$ cat config.mk
export PLATFORM = sky130hd
export DESIGN_NAME = rsq_top
export DESIGN_NICKNAME = d
export VERILOG_FILES = /design/src/design/rsq_pkg.sv /design/src/design/rsq_top.sv
export SDC_FILE = /design/constraint.sdc
export NUM_CORES = 1
export LEC_CHECK = 0
export ABC_AREA = 0
export BUFFER_PORTS_ARGS = -buffer_cell sky130_fd_sc_hd__buf_2
export CELL_PAD_IN_SITES_DETAIL_PLACEMENT = 1
export CELL_PAD_IN_SITES_GLOBAL_PLACEMENT = 1
export CORE_ASPECT_RATIO = 1.4
export CORE_MARGIN = 1.5
export CORE_UTILIZATION = 23
export CTS_CLUSTER_SIZE = 16
export DETAILED_ROUTE_END_ITERATION = 8
export GPL_ROUTABILITY_DRIVEN = 0
export PLACE_DENSITY = 0.47
export SLEW_MARGIN = 0
export SYNTH_ARGS = -nofsm -noshare
export SYNTH_HDL_FRONTEND = slang
export SYNTH_SLANG_ARGS = --single-unit
$ cat constraint.sdc
create_clock -name clk_sys -period 6.1 [get_ports clk_sys]
set_input_delay 1.22 -clock clk_sys [delete_from_list [all_inputs] [get_ports clk_sys]]
set_output_delay 1.22 -clock clk_sys [all_outputs]
set_load 0.05 [all_outputs]
$ cat src/design/rsq_pkg.sv
// Constants, register map and carrier types for the receive signal qualifiers
package rsq_pkg;

	// Register indices on the plain register port
	localparam logic [3:0] ADDR_PACKET_CONTROL_ONE     = 4'h0;
	localparam logic [3:0] ADDR_MODEM_CONFIG_TWO       = 4'h1;
	localparam logic [3:0] ADDR_GAIN_CONTROL_ZERO      = 4'h2;
	localparam logic [3:0] ADDR_GAIN_CONTROL_ONE       = 4'h3;
	localparam logic [3:0] ADDR_GAIN_CONTROL_TWO       = 4'h4;
	localparam logic [3:0] ADDR_RADIO_STATE_CONFIG_ONE = 4'h5;
	localparam logic [3:0] ADDR_PIN_SELECT             = 4'h6;
	localparam logic [3:0] ADDR_SIGNAL_STRENGTH        = 4'h8;
	localparam logic [3:0] ADDR_LINK_QUALITY           = 4'h9;
	localparam logic [3:0] ADDR_PACKET_STATUS          = 4'hA;
	localparam logic [3:0] ADDR_PREAMBLE_COUNT         = 4'hB;

	// Reset values of the writable registers
	localparam logic [7:0] RST_PACKET_CONTROL_ONE      = 8'h04;
	localparam logic [7:0] RST_MODEM_CONFIG_TWO        = 8'h02;
	localparam logic [7:0] RST_GAIN_CONTROL_ZERO       = 8'h01;
	localparam logic [7:0] RST_GAIN_CONTROL_ONE        = 8'h00;
	localparam logic [7:0] RST_GAIN_CONTROL_TWO        = 8'h03;
	localparam logic [7:0] RST_RADIO_STATE_CONFIG_ONE  = 8'h30;
	localparam logic [7:0] RST_PIN_SELECT              = 8'h21;

	// Field positions
	localparam int PQ_THR_LSB     = 5;
	localparam int APPEND_BIT     = 2;
	localparam int FILT_LEN_LSB   = 0;
	localparam int REL_STEP_LSB   = 4;
	localparam int ABS_OFF_LSB    = 0;
	localparam int GOAL_LSB       = 0;
	localparam int FRONT_LIM_LSB  = 3;
	localparam int DIG_LIM_LSB    = 6;
	localparam int CCA_SEL_LSB    = 4;
	localparam int PIN0_SEL_LSB   = 0;
	localparam int PIN1_SEL_LSB   = 4;
	localparam int ST_CS_BIT      = 6;
	localparam int ST_PQ_BIT      = 5;
	localparam int ST_CCA_BIT     = 4;
	localparam int ST_SYNC_BIT    = 3;

	// Preamble quality counter
	localparam logic [4:0] PQ_MAX      = 5'h1F;
	localparam logic [4:0] PQ_UP       = 5'h01;
	localparam logic [4:0] PQ_DOWN     = 5'h04;

	// Signal strength arithmetic, in half-dB unless named _db; ABS_OFF_OFF is a code of the offset in dB
	localparam logic [6:0] GOAL_BASE_DB = 7'h18;
	localparam logic [6:0] GOAL_STEP_DB = 7'h03;
	localparam logic signed [9:0] CS_HYST   = 10'sh002;
	localparam logic signed [9:0] REL_STEP1 = 10'sh00C;
	localparam logic signed [9:0] REL_STEP2 = 10'sh014;
	localparam logic signed [9:0] REL_STEP3 = 10'sh01C;
	localparam logic [3:0] ABS_OFF_OFF = 4'h8;

	// Update divider: 8 * 2^filter_length filter ticks per estimate
	localparam logic [10:0] RSSI_DIV_BASE = 11'h008;

	// Link quality window after sync
	localparam logic [6:0] LQI_SYMBOLS = 7'h40;

	// Output pin sources
	localparam logic [2:0] PIN_SRC_ZERO = 3'h0;
	localparam logic [2:0] PIN_SRC_PQ   = 3'h1;
	localparam logic [2:0] PIN_SRC_CS   = 3'h2;
	localparam logic [2:0] PIN_SRC_CCA  = 3'h3;
	localparam logic [2:0] PIN_SRC_SYNC = 3'h4;
	localparam logic [2:0] PIN_SRC_PKT  = 3'h5;

	// Clear channel modes, listed order from zero
	localparam logic [1:0] CCA_ALWAYS    = 2'h0;
	localparam logic [1:0] CCA_RSSI      = 2'h1;
	localparam logic [1:0] CCA_NO_PACKET = 2'h2;
	localparam logic [1:0] CCA_BOTH      = 2'h3;

	typedef struct packed {
		logic [7:0] packet_control_one;
		logic [7:0] modem_config_two;
		logic [7:0] gain_control_zero;
		logic [7:0] gain_control_one;
		logic [7:0] gain_control_two;
		logic [7:0] radio_state_config_one;
		logic [7:0] pin_select;
	} rsq_cfg_s;

	typedef struct packed {
		logic [7:0] strength;
		logic [7:0] quality;
	} rsq_status_s;

	typedef struct packed {
		logic [4:0] front_amp_gain_limit;
		logic [1:0] digital_amp_gain_limit;
	} rsq_gain_s;

endpackage

$ cat src/design/rsq_top.sv
// Receive signal qualifiers: preamble quality, strength, sense, CCA, LQI
`timescale 1ns/10ps

module rsq_top
	import rsq_pkg::*;
(
	// Clock and reset
	input  wire logic              clk_sys,
	input  wire logic              arst_n,
	// Register port
	input  wire logic [3:0]        reg_addr,
	input  wire logic [7:0]        reg_wdata,
	input  wire logic              reg_wr,
	input  wire logic              reg_rd,
	output logic      [7:0]        reg_rdata,
	// Receive chain
	input  wire logic              rx_enter,
	input  wire logic              in_rx,
	input  wire logic              bit_valid,
	input  wire logic              bit_data,
	input  wire logic              filt_tick,
	input  wire logic signed [7:0] level_half_db,
	input  wire logic [6:0]        gain_max_db,
	input  wire logic              sync_found,
	input  wire logic              pkt_active,
	input  wire logic              sym_valid,
	input  wire logic [6:0]        sym_metric,
	input  wire logic              pkt_end,
	input  wire logic              crc_ok,
	// Transmit strobes
	input  wire logic              transmit_strobe,
	input  wire logic              synth_on_for_transmit_strobe,
	output logic                   tx_enter,
	output logic                   synth_tx_enter,
	// Qualifiers
	output logic                   sync_search_allow,
	output logic                   term_qualifier,
	output logic                   carrier_sense,
	output logic                   clear_channel,
	output logic [1:0]             general_output_pin,
	output rsq_gain_s              gain_limits,
	// Appended status
	output logic                   status_valid,
	output rsq_status_s            status_bytes
);

	typedef struct packed {
		rsq_cfg_s           cfg;
		logic [7:0]         rdata;
		logic [4:0]         pq_cnt;
		logic               prev_bit;
		logic               have_prev;
		logic [10:0]        div_cnt;
		logic signed [7:0]  rssi;
		logic signed [7:0]  rssi_prev;
		logic signed [7:0]  rssi_sync;
		logic               frozen;
		logic               sync_seen;
		logic               abs_cs;
		logic               rel_cs;
		logic               lqi_run;
		logic [6:0]         lqi_cnt;
		logic [12:0]        lqi_sum;
		logic [6:0]         lqi;
		logic               tx_go;
		logic               fs_go;
		logic [1:0]         pins;
		logic               st_valid;
		rsq_status_s        st_bytes;
	} rsq_state_s;

	logic       rst_meta;
	logic       rst_sync_n;
	rsq_state_s st;
	rsq_state_s next_st;

	// Reset released through two flops; only the second is read
	always_ff @(posedge clk_sys or negedge arst_n) begin
		if (!arst_n) begin
			rst_meta   <= 1'b0;
			rst_sync_n <= 1'b0;
		end else begin
			rst_meta   <= 1'b1;
			rst_sync_n <= rst_meta;
		end
	end

	function automatic logic pin_pick(input logic [2:0] sel,
		input logic pq, input logic cs, input logic cca,
		input logic syn, input logic pkt);
		logic r;
		unique case (sel)
			PIN_SRC_PQ:   r = pq;
			PIN_SRC_CS:   r = cs;
			PIN_SRC_CCA:  r = cca;
			PIN_SRC_SYNC: r = syn;
			PIN_SRC_PKT:  r = pkt;
			default:      r = 1'b0;
		endcase
		return r;
	endfunction

	function automatic logic signed [9:0] rel_step(input logic [1:0] code);
		logic signed [9:0] s;
		unique case (code)
			2'h1:    s = REL_STEP1;
			2'h2:    s = REL_STEP2;
			2'h3:    s = REL_STEP3;
			default: s = 10'sh000;
		endcase
		return s;
	endfunction

	// Configuration fields
	logic [2:0]        pq_code;
	logic              append_en;
	logic [2:0]        sync_mode;
	logic [1:0]        filt_len;
	logic [1:0]        rel_code;
	logic [3:0]        abs_off;
	logic [2:0]        goal_code;
	logic [1:0]        cca_sel;
	logic [10:0]       div_last;
	logic [6:0]        goal_db;
	logic signed [9:0] thr_db;
	logic signed [9:0] thr_half;
	logic signed [9:0] cur_ext;
	logic signed [9:0] prev_ext;
	logic signed [9:0] diff;
	logic signed [9:0] step;
	logic              pq_reached;
	logic              cs_now;
	logic              cca_now;
	logic              rssi_upd;
	logic [4:0]        pq_thr;

	always_comb begin
		pq_code   = st.cfg.packet_control_one[PQ_THR_LSB +: 3];
		append_en = st.cfg.packet_control_one[APPEND_BIT];
		sync_mode = st.cfg.modem_config_two[2:0];
		filt_len  = st.cfg.gain_control_zero[FILT_LEN_LSB +: 2];
		rel_code  = st.cfg.gain_control_one[REL_STEP_LSB +: 2];
		abs_off   = st.cfg.gain_control_one[ABS_OFF_LSB +: 4];
		goal_code = st.cfg.gain_control_two[GOAL_LSB +: 3];
		cca_sel   = st.cfg.radio_state_config_one[CCA_SEL_LSB +: 2];
		div_last  = (RSSI_DIV_BASE << filt_len) - 11'h001;
		goal_db   = GOAL_BASE_DB + GOAL_STEP_DB * {4'h0, goal_code};
		// Offset code minus eight is outside the range and disables it
		thr_db    = $signed({3'b000, goal_db})
		          + $signed({{6{abs_off[3]}}, abs_off})
		          - $signed({3'b000, gain_max_db});
		thr_half  = {thr_db[8:0], 1'b0};
		cur_ext   = {{2{level_half_db[7]}}, level_half_db};
		prev_ext  = {{2{st.rssi_prev[7]}}, st.rssi_prev};
		diff      = cur_ext - prev_ext;
		step      = rel_step(rel_code);
		pq_thr    = {pq_code, 2'b00};
		pq_reached = (pq_code == 3'h0)
		          || (st.pq_cnt >= pq_thr);
		cs_now    = st.abs_cs || st.rel_cs;
		unique case (cca_sel)
			CCA_ALWAYS:    cca_now = 1'b1;
			CCA_RSSI:      cca_now = !cs_now;
			CCA_NO_PACKET: cca_now = !pkt_active;
			CCA_BOTH:      cca_now = !cs_now && !pkt_active;
		endcase
		rssi_upd  = filt_tick && (st.div_cnt == div_last);
	end

	always_comb begin
		next_st = st;
		next_st.tx_go    = 1'b0;
		next_st.fs_go    = 1'b0;
		next_st.st_valid = 1'b0;

		// Register writes; status registers ignore writes
		if (reg_wr) begin
			unique case (reg_addr)
				ADDR_PACKET_CONTROL_ONE:
					next_st.cfg.packet_control_one = reg_wdata;
				ADDR_MODEM_CONFIG_TWO:
					next_st.cfg.modem_config_two = reg_wdata;
				ADDR_GAIN_CONTROL_ZERO:
					next_st.cfg.gain_control_zero = reg_wdata;
				ADDR_GAIN_CONTROL_ONE:
					next_st.cfg.gain_control_one = reg_wdata;
				ADDR_GAIN_CONTROL_TWO:
					next_st.cfg.gain_control_two = reg_wdata;
				ADDR_RADIO_STATE_CONFIG_ONE:
					next_st.cfg.radio_state_config_one = reg_wdata;
				ADDR_PIN_SELECT:
					next_st.cfg.pin_select = reg_wdata;
				default: ;
			endcase
		end
		// Read data lasts one cycle; zero between answers keeps it OR-able
		next_st.rdata = 8'h00;
		if (reg_rd) begin
			unique case (reg_addr)
				ADDR_PACKET_CONTROL_ONE:
					next_st.rdata = st.cfg.packet_control_one;
				ADDR_MODEM_CONFIG_TWO:
					next_st.rdata = st.cfg.modem_config_two;
				ADDR_GAIN_CONTROL_ZERO:
					next_st.rdata = st.cfg.gain_control_zero;
				ADDR_GAIN_CONTROL_ONE:
					next_st.rdata = st.cfg.gain_control_one;
				ADDR_GAIN_CONTROL_TWO:
					next_st.rdata = st.cfg.gain_control_two;
				ADDR_RADIO_STATE_CONFIG_ONE:
					next_st.rdata = st.cfg.radio_state_config_one;
				ADDR_PIN_SELECT:
					next_st.rdata = st.cfg.pin_select;
				ADDR_SIGNAL_STRENGTH:
					next_st.rdata = st.rssi;
				ADDR_LINK_QUALITY:
					next_st.rdata = {1'b0, st.lqi};
				ADDR_PACKET_STATUS: begin
					next_st.rdata[ST_CS_BIT]   = cs_now;
					next_st.rdata[ST_PQ_BIT]   = pq_reached;
					next_st.rdata[ST_CCA_BIT]  = cca_now;
					next_st.rdata[ST_SYNC_BIT] = st.sync_seen;
				end
				ADDR_PREAMBLE_COUNT:
					next_st.rdata = {3'b000, st.pq_cnt};
				default: ;
			endcase
		end

		// Preamble quality estimator
		if (rx_enter) begin
			next_st.pq_cnt    = 5'h00;
			next_st.have_prev = 1'b0;
		end else if (bit_valid) begin
			next_st.prev_bit  = bit_data;
			next_st.have_prev = 1'b1;
			if (st.have_prev && (bit_data != st.prev_bit)) begin
				if (st.pq_cnt != PQ_MAX)
					next_st.pq_cnt = st.pq_cnt + PQ_UP;
			end else if (st.have_prev) begin
				if (st.pq_cnt < PQ_DOWN)
					next_st.pq_cnt = 5'h00;
				else
					next_st.pq_cnt = st.pq_cnt - PQ_DOWN;
			end
		end

		// Strength estimate and carrier sense on the update divider
		// Divider runs outside receive too; entry realigns it to a window
		if (filt_tick)
			next_st.div_cnt = rssi_upd ? 11'h000 : st.div_cnt + 11'h001;
		if (rx_enter) begin
			next_st.frozen    = 1'b0;
			next_st.sync_seen = 1'b0;
			next_st.div_cnt   = 11'h000;
			next_st.abs_cs    = 1'b0;
			next_st.rel_cs    = 1'b0;
		end else if (in_rx && rssi_upd) begin
			next_st.rssi_prev = level_half_db;
			if (!st.frozen)
				next_st.rssi = level_half_db;
			if (abs_off == ABS_OFF_OFF)
				next_st.abs_cs = 1'b0;
			else if (cur_ext > thr_half + CS_HYST)
				next_st.abs_cs = 1'b1;
			else if (cur_ext < thr_half - CS_HYST)
				next_st.abs_cs = 1'b0;
			if (step == 10'sh000)
				next_st.rel_cs = 1'b0;
			else if (diff >= step)
				next_st.rel_cs = 1'b1;
			else if (-diff >= step)
				next_st.rel_cs = 1'b0;
		end
		// Capture skipped on the entry cycle so a stale sync cannot refreeze
		if (sync_found && !rx_enter) begin
			next_st.sync_seen = 1'b1;
			next_st.rssi_sync = st.rssi;
			// Freeze only when a sync word is actually searched for
			if (sync_mode[1:0] != 2'b00)
				next_st.frozen = 1'b1;
		end

		// Link quality over the symbols after sync
		// Sum of 64 seven-bit metrics fits 13 bits; top seven give the mean
		if (sync_found) begin
			next_st.lqi_run = 1'b1;
			next_st.lqi_cnt = 7'h00;
			next_st.lqi_sum = 13'h0000;
		end else if (st.lqi_run && sym_valid) begin
			next_st.lqi_sum = st.lqi_sum + {6'h00, sym_metric};
			next_st.lqi_cnt = st.lqi_cnt + 7'h01;
			if (st.lqi_cnt == LQI_SYMBOLS - 7'h01) begin
				next_st.lqi_run = 1'b0;
				next_st.lqi = next_st.lqi_sum[12:6];
			end
		end

		// Appended status bytes at packet end
		if (pkt_end && append_en) begin
			next_st.st_valid = 1'b1;
			next_st.st_bytes.strength = st.rssi_sync;
			next_st.st_bytes.quality  = {crc_ok, st.lqi};
		end

		// Transmit if clear
		next_st.tx_go = transmit_strobe && (!in_rx || cca_now);
		next_st.fs_go = synth_on_for_transmit_strobe
		             && (!in_rx || cca_now);

		next_st.pins[0] = pin_pick(st.cfg.pin_select[PIN0_SEL_LSB +: 3],
			pq_reached, cs_now, cca_now, st.sync_seen, pkt_active);
		next_st.pins[1] = pin_pick(st.cfg.pin_select[PIN1_SEL_LSB +: 3],
			pq_reached, cs_now, cca_now, st.sync_seen, pkt_active);
	end

	always_ff @(posedge clk_sys or negedge rst_sync_n) begin
		if (!rst_sync_n) begin
			st     <= '0;
			st.cfg <= '{RST_PACKET_CONTROL_ONE, RST_MODEM_CONFIG_TWO,
				RST_GAIN_CONTROL_ZERO, RST_GAIN_CONTROL_ONE,
				RST_GAIN_CONTROL_TWO, RST_RADIO_STATE_CONFIG_ONE,
				RST_PIN_SELECT};
		end else begin
			st <= next_st;
		end
	end

	always_comb begin
		reg_rdata      = st.rdata;
		tx_enter       = st.tx_go;
		synth_tx_enter = st.fs_go;
		// Sense gate only for modes with the top bit set
		sync_search_allow = pq_reached
		                 && (!sync_mode[2] || cs_now);
		term_qualifier = pq_reached;
		carrier_sense  = cs_now;
		clear_channel  = cca_now;
		general_output_pin = st.pins;
		gain_limits.front_amp_gain_limit =
			{2'b00, st.cfg.gain_control_two[FRONT_LIM_LSB +: 3]};
		gain_limits.digital_amp_gain_limit =
			st.cfg.gain_control_two[DIG_LIM_LSB +: 2];
		status_valid   = st.st_valid;
		status_bytes   = st.st_bytes;
	end

endmodule

==> metrics.txt, run 1 <==
status finished, final reports clean; first-pass GRT wire length 47.5 mm; Slew @ Worst Pin 1030 ps; CP max stage delay 560 ps; full die area 44,000 um^2; area of the multi-input gates approximately 5200 um^2; Clock Tree Root clkbuf_16; DIE WIDTH about 180 um; Routed Antenna Nets 0; commonest non-fill, non-tap cells in the layout dfrtp_1, mux2_2, buf_2, nor2_1, nand2_1; FP Rows 89; post-synthesis sequential area ratio 41.1%; Reg-to-Reg Start goal_code[1]; Post-Syn Area ~9800 um^2; Core Area 42,200 um^2; flops & latches, synth 161; Crit. Startpoint goal_code[1]; drt total wl between 30 and 40 mm; clk_lat worst skew 440 ps; CP delay by family, top adder cells; vias 7,408; worst slack, placed 541 ps; final setup fails 0; Cells after DPL 1,558; CTS Hold Bufs 0; Required @ worst endpoint around 6400 ps; Worst Path Buf+Inv 4; CTS Buf Count 17; Power Dens Cells between 300 and 400 nW/um^2; final worst path period need 5540 ps; drt pass-1 iters 4; setup_tns 0 ps; Final #Nets approximately 1,200; Top Ports 90; peak supply drop 169 uV; fin crit share 90.8%; Most common cell on crit path ha_1; final hold viol count 0; Bufs on Longest Clock Path 2; share of synthesized registers carrying an async set or reset 100%; via-per-instance ratio 4.65; CP startpoint kind flop; clock-pin transition on the worst setup and hold timing paths 70 ps; CTS Sinks between 150 and 200; max_slew headroom a little under a third; Crit-path slowest cell dfstp_2; most common cell after layout, fill and taps aside dfrtp_1; cell breakdown of the critical path inv_1 > ha_1 > inv_1 > ha_1 > ha_1 > nor3_1 > a21oi_1 > fa_1 > inv_1 > ha_1 > and3_1 > a221o_1 > nor2_4 > xnor2_2 > inv_1 > nor3_1 > xor2_1 > ha_1 > a211o_1 > a2111oi_0 > o21ai_0 > a31oi_1 > nor3_1 > a211o_1; hold_sp rst_meta; largest net degree at the start of global routing 65; DRC 0; vias in the first global route 8,036; DP HPWL around 23 mm; post-cts repair resize count 0; Starting Density 23.3%; fraction of layout cells with a size suffix above 1 22.3%; DR iter-0 viols 283; post-synth cell types 74; Max Freq 180 MHz; Slew Limit Fails 0; filler cell count 4,833; ys flop type dfrtp_1; setup bufs post-CTS 0; Final Skew 11.7 ps; wire per inst 18.9 um; crit path max fanout 5; initial antenna violation count 1; CTS H-tree lvls 4; YS warnings 0; CP arrival 5870 ps; Post-synth EDFFs 0; Pleak 5.13 nW; Avg Cell Area, Syn approximately 10 um^2; Hold Crit Class flop to flop; Cells after Synth 985; Total GRT Usage around 14%; Worst Slack Setup Final 559 ps; CTS tree done; path type of the worst setup path flop to flop; RSZ-0062 raised after global routing no; Fin Hold WS 354 ps; area growth from synthesis to layout 14.1%; Congestion Overflow GR 0; die span in y 248 um; CP endpoint kind flop; Max Cap Viol 0; PortBufs 87; Seq. cell area 4040 um^2; Final Non-Filler Cells 1,592
sequential cells by signal (all words and copies together), names as in the netlist:
register,flops
cca_sel,2
tx_enter,1
rst_meta,1
reg_rdata,8
abs_off,4
pq_code,3
goal_code,3
synth_tx_enter,1
filt_len,2
status_valid,1
gain_limits,5
rst_sync_n,1
prev_ext,8
rel_code,2
append_en,1
status_bytes,16
st,100
general_output_pin,2
final timing paths:
path                                        to  slack, ps  depth (start not counted)
worst max-delay path                    st[50]        560                         24
worst min-delay path                rst_sync_n        350                          0
worst max register to register          st[50]        560                         24
worst min register to register      rst_sync_n        350                          0
max in group asynchronous               st[90]       4340                          1
min in group asynchronous       synth_tx_enter        470                          0
metal layers:
layer | GRT usage (%) | part of all wire (%) | vias to the layer above
met4 | 5.64 | 2.5 | 0
li1 | - | - | 3538
met2 | 26.5 | 53 | 101
met1 | 16.5 | 41 | 3738
met3 | 2.42 | 3.2 | 31
met5 | 0 | 0 | -
area by class of cell:
class	instances	area share [%]
Timing Repair Buffer	89	4.02
Antenna cell	2	0.0446
Clock buffer	20	3.98
Tap cell	546	6.09
Clock inverter	12	1.40
Multi-Input combinational cell	697	46.2
Sequential cell	161	36.1
Inverter	65	2.18
cells in the mapped netlist (19+ instances only):
| cell | n | share of area (%) |
|---|---|---|
| a21oi_1 | 52 | 2.6 |
| buf_4 | 33 | 2.5 |
| clkbuf_1 | 21 | 0.80 |
| dfrtp_1 | 152 | 39 |
| ha_1 | 66 | 8.4 |
| inv_1 | 62 | 2.4 |
| mux2_2 | 89 | 10 |
| nand2_1 | 69 | 2.6 |
| nand3_1 | 19 | 0.97 |
| nor2_1 | 80 | 3.1 |
| nor3_1 | 27 | 1.4 |
| o21ai_0 | 62 | 3.2 |
| xnor2_1 | 28 | 2.5 |
| xor2_1 | 20 | 1.8 |
cells by family after synthesis:
group           Yosys count  synth area share, %
compound gates          201                 13.0
other cells               2               0.0764
buf+inv                 128                 6.22
fa+ha+maj                74                 10.0
flops                   161                 41.1
simple gates            263                 12.9
mux                     105                 12.0
xor+xnor                 51                 4.77
metrics by stage:
step	total power (W)	utilization, %	area (um^2)
after detailed placement	0.00312	25.1	10600
final	0.00419	26.6	11200
after global placement	0.00310	25.1	10600
after global routing	0.00453	26.6	11200
after floorplan	0.00268	-	9830
after CTS	0.00428	26.6	11200
power breakdown:
part	switching, W	total, W	internal (W)	leakage (nW)
clock network	0.000471	0.00113	0.000657	0.288
logic	0.00103	0.00176	0.000733	2.74
registers	0.000106	0.00130	0.00119	2.10
total	0.00161	0.00419	0.00258	5.13
(Power assumes the default switching activity.)
==> run 2, diff against run 1 <==
Settings changed: CORE_UTILIZATION 23 to 47, HOLD_SLACK_MARGIN from default to 0.12, PLACE_DENSITY 0.47 to 0.82.
==> metrics.txt, run 2 (synthesis gave the netlist of run 1 again) <==
final hold viol count 0 (unchanged); Power Dens Cells 392 nW/um^2 (was 374 nW/um^2); Required @ worst endpoint 6440 ps (was 6430 ps); area growth from synthesis to layout 10.5% (was 14.1%); vias in the first global route 8,478 (was 8,036); DR iter-0 viols 427 (was 283); largest net degree at the start of global routing 73 (was 65); filler cell count 2,324 (was 4,833); drt total wl 27.1 mm (was 30.0 mm); Pleak 5.14 nW (was 5.13 nW); Final #Nets 1,155 (unchanged); Hold Crit Class flop to flop (unchanged); CTS tree done (unchanged); Congestion Overflow GR 0 (unchanged); die span in y 174 um (was 248 um); Max Cap Viol 0 (unchanged); DIE WIDTH 125 um (was 178 um); fraction of layout cells with a size suffix above 1 22.5% (was 22.3%); status finished, final reports clean (unchanged); RSZ-0062 raised after global routing no (unchanged); wire per inst 20.8 um (was 18.9 um); FP Rows 62 (was 89); Seq. cell area 4040 um^2 (unchanged); initial antenna violation count 1 (unchanged); Core Area 20,500 um^2 (was 42,200 um^2); Slew Limit Fails 0 (unchanged); area of the multi-input gates 5180 um^2 (unchanged); CTS Hold Bufs 0 (unchanged); DRC 0 (unchanged); Crit-path slowest cell dfstp_2 (unchanged); post-cts repair resize count 0 (unchanged); peak supply drop 206 uV (was 169 uV); full die area 21,800 um^2 (was 44,000 um^2); clock-pin transition on the worst setup and hold timing paths 70 ps (about the same); area post-placement 10,200 um^2 (was 10,600 um^2); most flop-heavy register st (unchanged); setup_tns 0 ps (unchanged); CTS Buf Count 17 (unchanged); PortBufs 87 (unchanged); CP startpoint kind flop (unchanged); CTS H-tree lvls 4 (unchanged); path type of the worst setup path flop to flop (unchanged); clk_lat worst skew 440 ps (about the same); Top Ports 90 (unchanged); final worst path period need 5690 ps (was 5540 ps); Clock Tree Root clkbuf_16 (unchanged); Final Non-Filler Cells 1,301 (was 1,592); max reg flops 100 (unchanged); cell breakdown of the critical path inv_1 > ha_1 > inv_1 > ha_1 > ha_1 > nor3_1 > a21oi_1 > fa_1 > inv_1 > ha_1 > and3_1 > a221o_1 > nor3_1 > o21bai_1 > xor2_1 > nor3_1 > xor2_1 > ha_1 > a211o_1 > a2111oi_0 > o21ai_0 > a31oi_1 > nor3_1 > a211o_1 (was inv_1 > ha_1 > inv_1 > ha_1 > ha_1 > nor3_1 > a21oi_1 > fa_1 > inv_1 > ha_1 > and3_1 > a221o_1 > nor2_4 > xnor2_2 > inv_1 > nor3_1 > xor2_1 > ha_1 > a211o_1 > a2111oi_0 > o21ai_0 > a31oi_1 > nor3_1 > a211o_1); fin crit share 93.3% (was 90.8%); design area 10,900 um^2 (was 11,200 um^2); Most common cell on crit path ha_1 (unchanged); Worst Path Buf+Inv 3 (was 4); CP delay by family, top compound AO/OA/AOI/OAI gates (was adder cells); DP HPWL 20.1 mm (was 23.2 mm); Total GRT Usage 25.6% (was 14.4%); CP arrival 6030 ps (was 5870 ps); Final Skew 12.2 ps (was 11.7 ps); setup bufs post-CTS 0 (unchanged); Max Freq 176 MHz (was 180 MHz); first-pass GRT wire length 44.1 mm (was 47.5 mm); via-per-instance ratio 5.92 (was 4.65); max_slew headroom 22.5% (was 31.4%); CP max stage delay 560 ps (about the same); Routed Antenna Nets 0 (unchanged); Slew @ Worst Pin 1160 ps (was 1030 ps); crit path max fanout 5 (unchanged); commonest non-fill, non-tap cells in the layout dfrtp_1, mux2_2, buf_2, nor2_1, nand2_1 (unchanged); vias 7,707 (was 7,408); final setup fails 0 (unchanged); most common cell after layout, fill and taps aside dfrtp_1 (unchanged); CP endpoint kind flop (unchanged); drt pass-1 iters 5 (was 4); Cells after DPL 1,268 (was 1,558); Bufs on Longest Clock Path 2 (unchanged); CTS Sinks 161 (unchanged); Starting Density 48.0% (was 23.3%)
## run 2: cell count changes in the layout (fill, tap and decap cells not counted)
cell	change
clkinvlp_4	-1
diode_2	-1
clkinv_4	+1
inv_6	+3
clkinv_2	-1
clkbuf_1	-2
## run 2: per-stage QoR
step / utilization (%) / worst slack (ps) / hold slack (ps) / power (W)
global route: 53.0 / 35.5 / 374 / 0.00451
global placement: 50.0 / 667 / 337 / 0.00302
CTS: 53.0 / 398 / 374 / 0.00428
detailed placement: 50.0 / 441 / 358 / 0.00312
finish: 53.0 / 407 / 364 / 0.00425
floorplan: - / 957 / 331 / 0.00268
## run 2: cell type report
class | instances | share of cell area [%]
multi-input cells | 697 | 47.7
flip-flops and latches | 161 | 37.2
repair buffers | 89 | 4.15
clock buffers | 18 | 4.04
well taps | 256 | 2.95
inverters | 65 | 2.25
clock inverters | 14 | 1.65
diodes | 1 | 0.0230
## run 2: path summary, 6_finish.rpt
kind,from,endpoint,slack [ps],cells past startpoint
setup reg to reg,goal_code[1],st[50],410,24
hold / removal,rst_meta,rst_sync_n,360,0
min in group asynchronous,rst_sync_n,synth_tx_enter,400,0
hold reg to reg,rst_meta,rst_sync_n,360,0
max in group asynchronous,rst_sync_n,prev_ext[3],4300,1
setup / recovery,goal_code[1],st[50],410,24
## run 2: worst register-to-register path, stage by stage, from the launching register on
cell,delay (ps)
dfstp_2,560
inv_1,60
ha_1,270
inv_1,40
ha_1,210
ha_1,220
nor3_1,150
a21oi_1,80
fa_1,490
inv_1,40
ha_1,360
and3_1,180
a221o_1,390
nor3_1,190
o21bai_1,100
xor2_1,400
nor3_1,160
xor2_1,180
ha_1,220
a211o_1,300
a2111oi_0,340
o21ai_0,140
a31oi_1,180
nor3_1,60
a211o_1,280
## run 2: routing by layer
layer,vias up,track usage [%],share of wire (%)
met5,-,0,0.048
met4,2,13.0,4.7
met3,83,4.52,3.9
met2,201,46.8,53
met1,3886,28.3,39
li1,3535,-,-
## run 2: report_power, final
group / internal (W) / switching (W) / total (W) / leakage [nW]
logic: 0.000742 / 0.00108 / 0.00182 / 2.74
clock network: 0.000662 / 0.000470 / 0.00113 / 0.300
registers: 0.00119 / 0.000107 / 0.00130 / 2.10
total: 0.00259 / 0.00166 / 0.00425 / 5.14
==> run 3, diff against run 2 <==
Settings changed: CORE_UTILIZATION 47 to 50, PLACE_DENSITY 0.82 to 0.87.
Clock period 6.1 ns to 7 ns, I/O delays scaled along.
==> metrics.txt, run 3 (synthesis gave the netlist of run 1 again) <==
area growth from synthesis to layout 10.8% (was 10.5%); setup_tns 0 ps (unchanged); final hold viol count 0 (unchanged); CP endpoint kind flop (unchanged); Routed Antenna Nets 0 (unchanged); path type of the worst setup path flop to flop (unchanged); Design Power 0.00379 W (was 0.00425 W); Required @ worst endpoint 7320 ps (was 6440 ps); Slew Limit Fails 0 (unchanged); Worst Slack Setup Final 1010 ps (was 407 ps); post-cts repair resize count 0 (unchanged); DRC 0 (unchanged); Clock Tree Root clkbuf_16 (unchanged); clk_lat worst skew 440 ps (about the same); FP Rows 60 (was 62); Worst Reg-to-Reg Cells 24 (unchanged); Max Freq 167 MHz (was 176 MHz); final worst path period need 5990 ps (was 5690 ps); wire per inst 22.1 um (was 20.8 um); Pleak 5.16 nW (was 5.14 nW); max_slew headroom 36.2% (was 22.5%); max reg flops 100 (unchanged); vias in the first global route 8,548 (was 8,478); first-pass GRT wire length 45.4 mm (was 44.1 mm); vias 7,812 (was 7,707); Max Cap Viol 0 (unchanged); CTS tree done (unchanged); die span in y 169 um (was 174 um); Slew @ Worst Pin 957 ps (was 1160 ps); Top Ports 90 (unchanged); full die area 20,500 um^2 (was 21,800 um^2); PortBufs 87 (unchanged); CP arrival 6320 ps (was 6030 ps); final setup fails 0 (unchanged); crit path max fanout 5 (unchanged); Starting Density 51.1% (was 48.0%); DIE WIDTH 122 um (was 125 um); largest net degree at the start of global routing 76 (was 73); initial antenna violation count 0 (was 1); CTS H-tree lvls 4 (unchanged); CP startpoint kind flop (unchanged); drt pass-1 iters 5 (unchanged); CTS Sinks 161 (unchanged); setup bufs post-CTS 0 (unchanged); most flop-heavy register st (unchanged); Reg-to-Reg Start goal_code[1] (unchanged); Hold Crit Class flop to asynchronous set/reset pin (was flop to flop); peak supply drop 186 uV (was 206 uV); clock-pin transition on the worst setup and hold timing paths 70 ps (about the same); Total GRT Usage 28.9% (was 25.6%); Fin Hold WS 174 ps (was 364 ps); Final Skew 10.2 ps (was 12.2 ps); Power Dens Cells 348 nW/um^2 (was 392 nW/um^2); Util after Layout 56.7% (was 53.0%); fraction of layout cells with a size suffix above 1 22.5% (about the same); register-to-register setup slack 1010 ps (was 410 ps); reg2reg end st[50] (unchanged); drt total wl 28.5 mm (was 27.1 mm); DR iter-0 viols 525 (was 427); Core Area 19,200 um^2 (was 20,500 um^2); CTS Buf Count 17 (unchanged); status finished, final reports clean (unchanged); fin crit share 85.6% (was 93.3%); via-per-instance ratio 6.04 (was 5.92); # diodes 0 (was 1); RSZ-0062 raised after global routing no (unchanged); Final #Nets 1,156 (was 1,155); most common cell after layout, fill and taps aside dfrtp_1 (unchanged); worst slack, placed 1250 ps (was 441 ps); DP HPWL 20.1 mm (about the same); CTS Hold Bufs 0 (unchanged); Bufs on Longest Clock Path 2 (unchanged); commonest non-fill, non-tap cells in the layout dfrtp_1, mux2_2, buf_2, nor2_1, nand2_1 (unchanged); Congestion Overflow GR 0 (unchanged)
==> run 3: layout make-up <==
type,count,area [um^2]
Fill cell,2203,8330
Multi-Input combinational cell,697,5180
Sequential cell,161,4040
Timing Repair Buffer,90,458
Clock buffer,18,429
Tap cell,248,310
Inverter,65,244
Clock inverter,14,221
==> run 3: report_power, final <==
part / internal [W] / switching, W
logic: 0.000647 / 0.000972
clock network: 0.000612 / 0.000425
registers: 0.00104 / 0.0000931
==> run 3: layer usage <==
metal	global-route usage (%)	routed length, um
met3	4.95	1010
met5	0	0
met4	16.7	1610
met1	31.6	10900
met2	52.2	15000
==> run 3: through the flow <==
| step | instances | cell area [um^2] |
|---|---|---|
| CTS | 1293 | 10900 |
| global placement | 1261 | 10200 |
| detailed placement | 1261 | 10200 |
| floorplan | 986 | 9830 |
| global route | 1293 | 10900 |
| finish | 1293 | 10900 |
==> run 3: worst max path at each step <==
| stage | startpoint | to | slack, ps | depth (start not counted) |
|---|---|---|---|---|
| detailed placement | gain_max_db[1] | st[50] | 1250 | 17 |
| finish | goal_code[1] | st[50] | 1010 | 24 |
| global route | goal_code[1] | st[50] | 580 | 24 |
| CTS | goal_code[1] | st[50] | 1040 | 24 |
| global placement | gain_max_db[1] | st[50] | 1410 | 17 |
| floorplan | gain_max_db[1] | st[50] | 1770 | 16 |
==> run 3: worst max-delay path: stages, from the launching register on <==
cell	delay (ps)
dfstp_2	560
inv_1	60
ha_1	270
inv_1	40
ha_1	220
ha_1	230
nor3_1	200
a21oi_1	90
fa_1	490
inv_1	50
ha_1	360
and3_1	190
a221o_1	390
nor2_4	140
xnor2_2	200
inv_1	130
nor3_1	270
xor2_1	210
ha_1	290
a211o_1	340
a2111oi_0	340
o21ai_0	160
a31oi_1	260
nor3_1	100
a211o_1	310
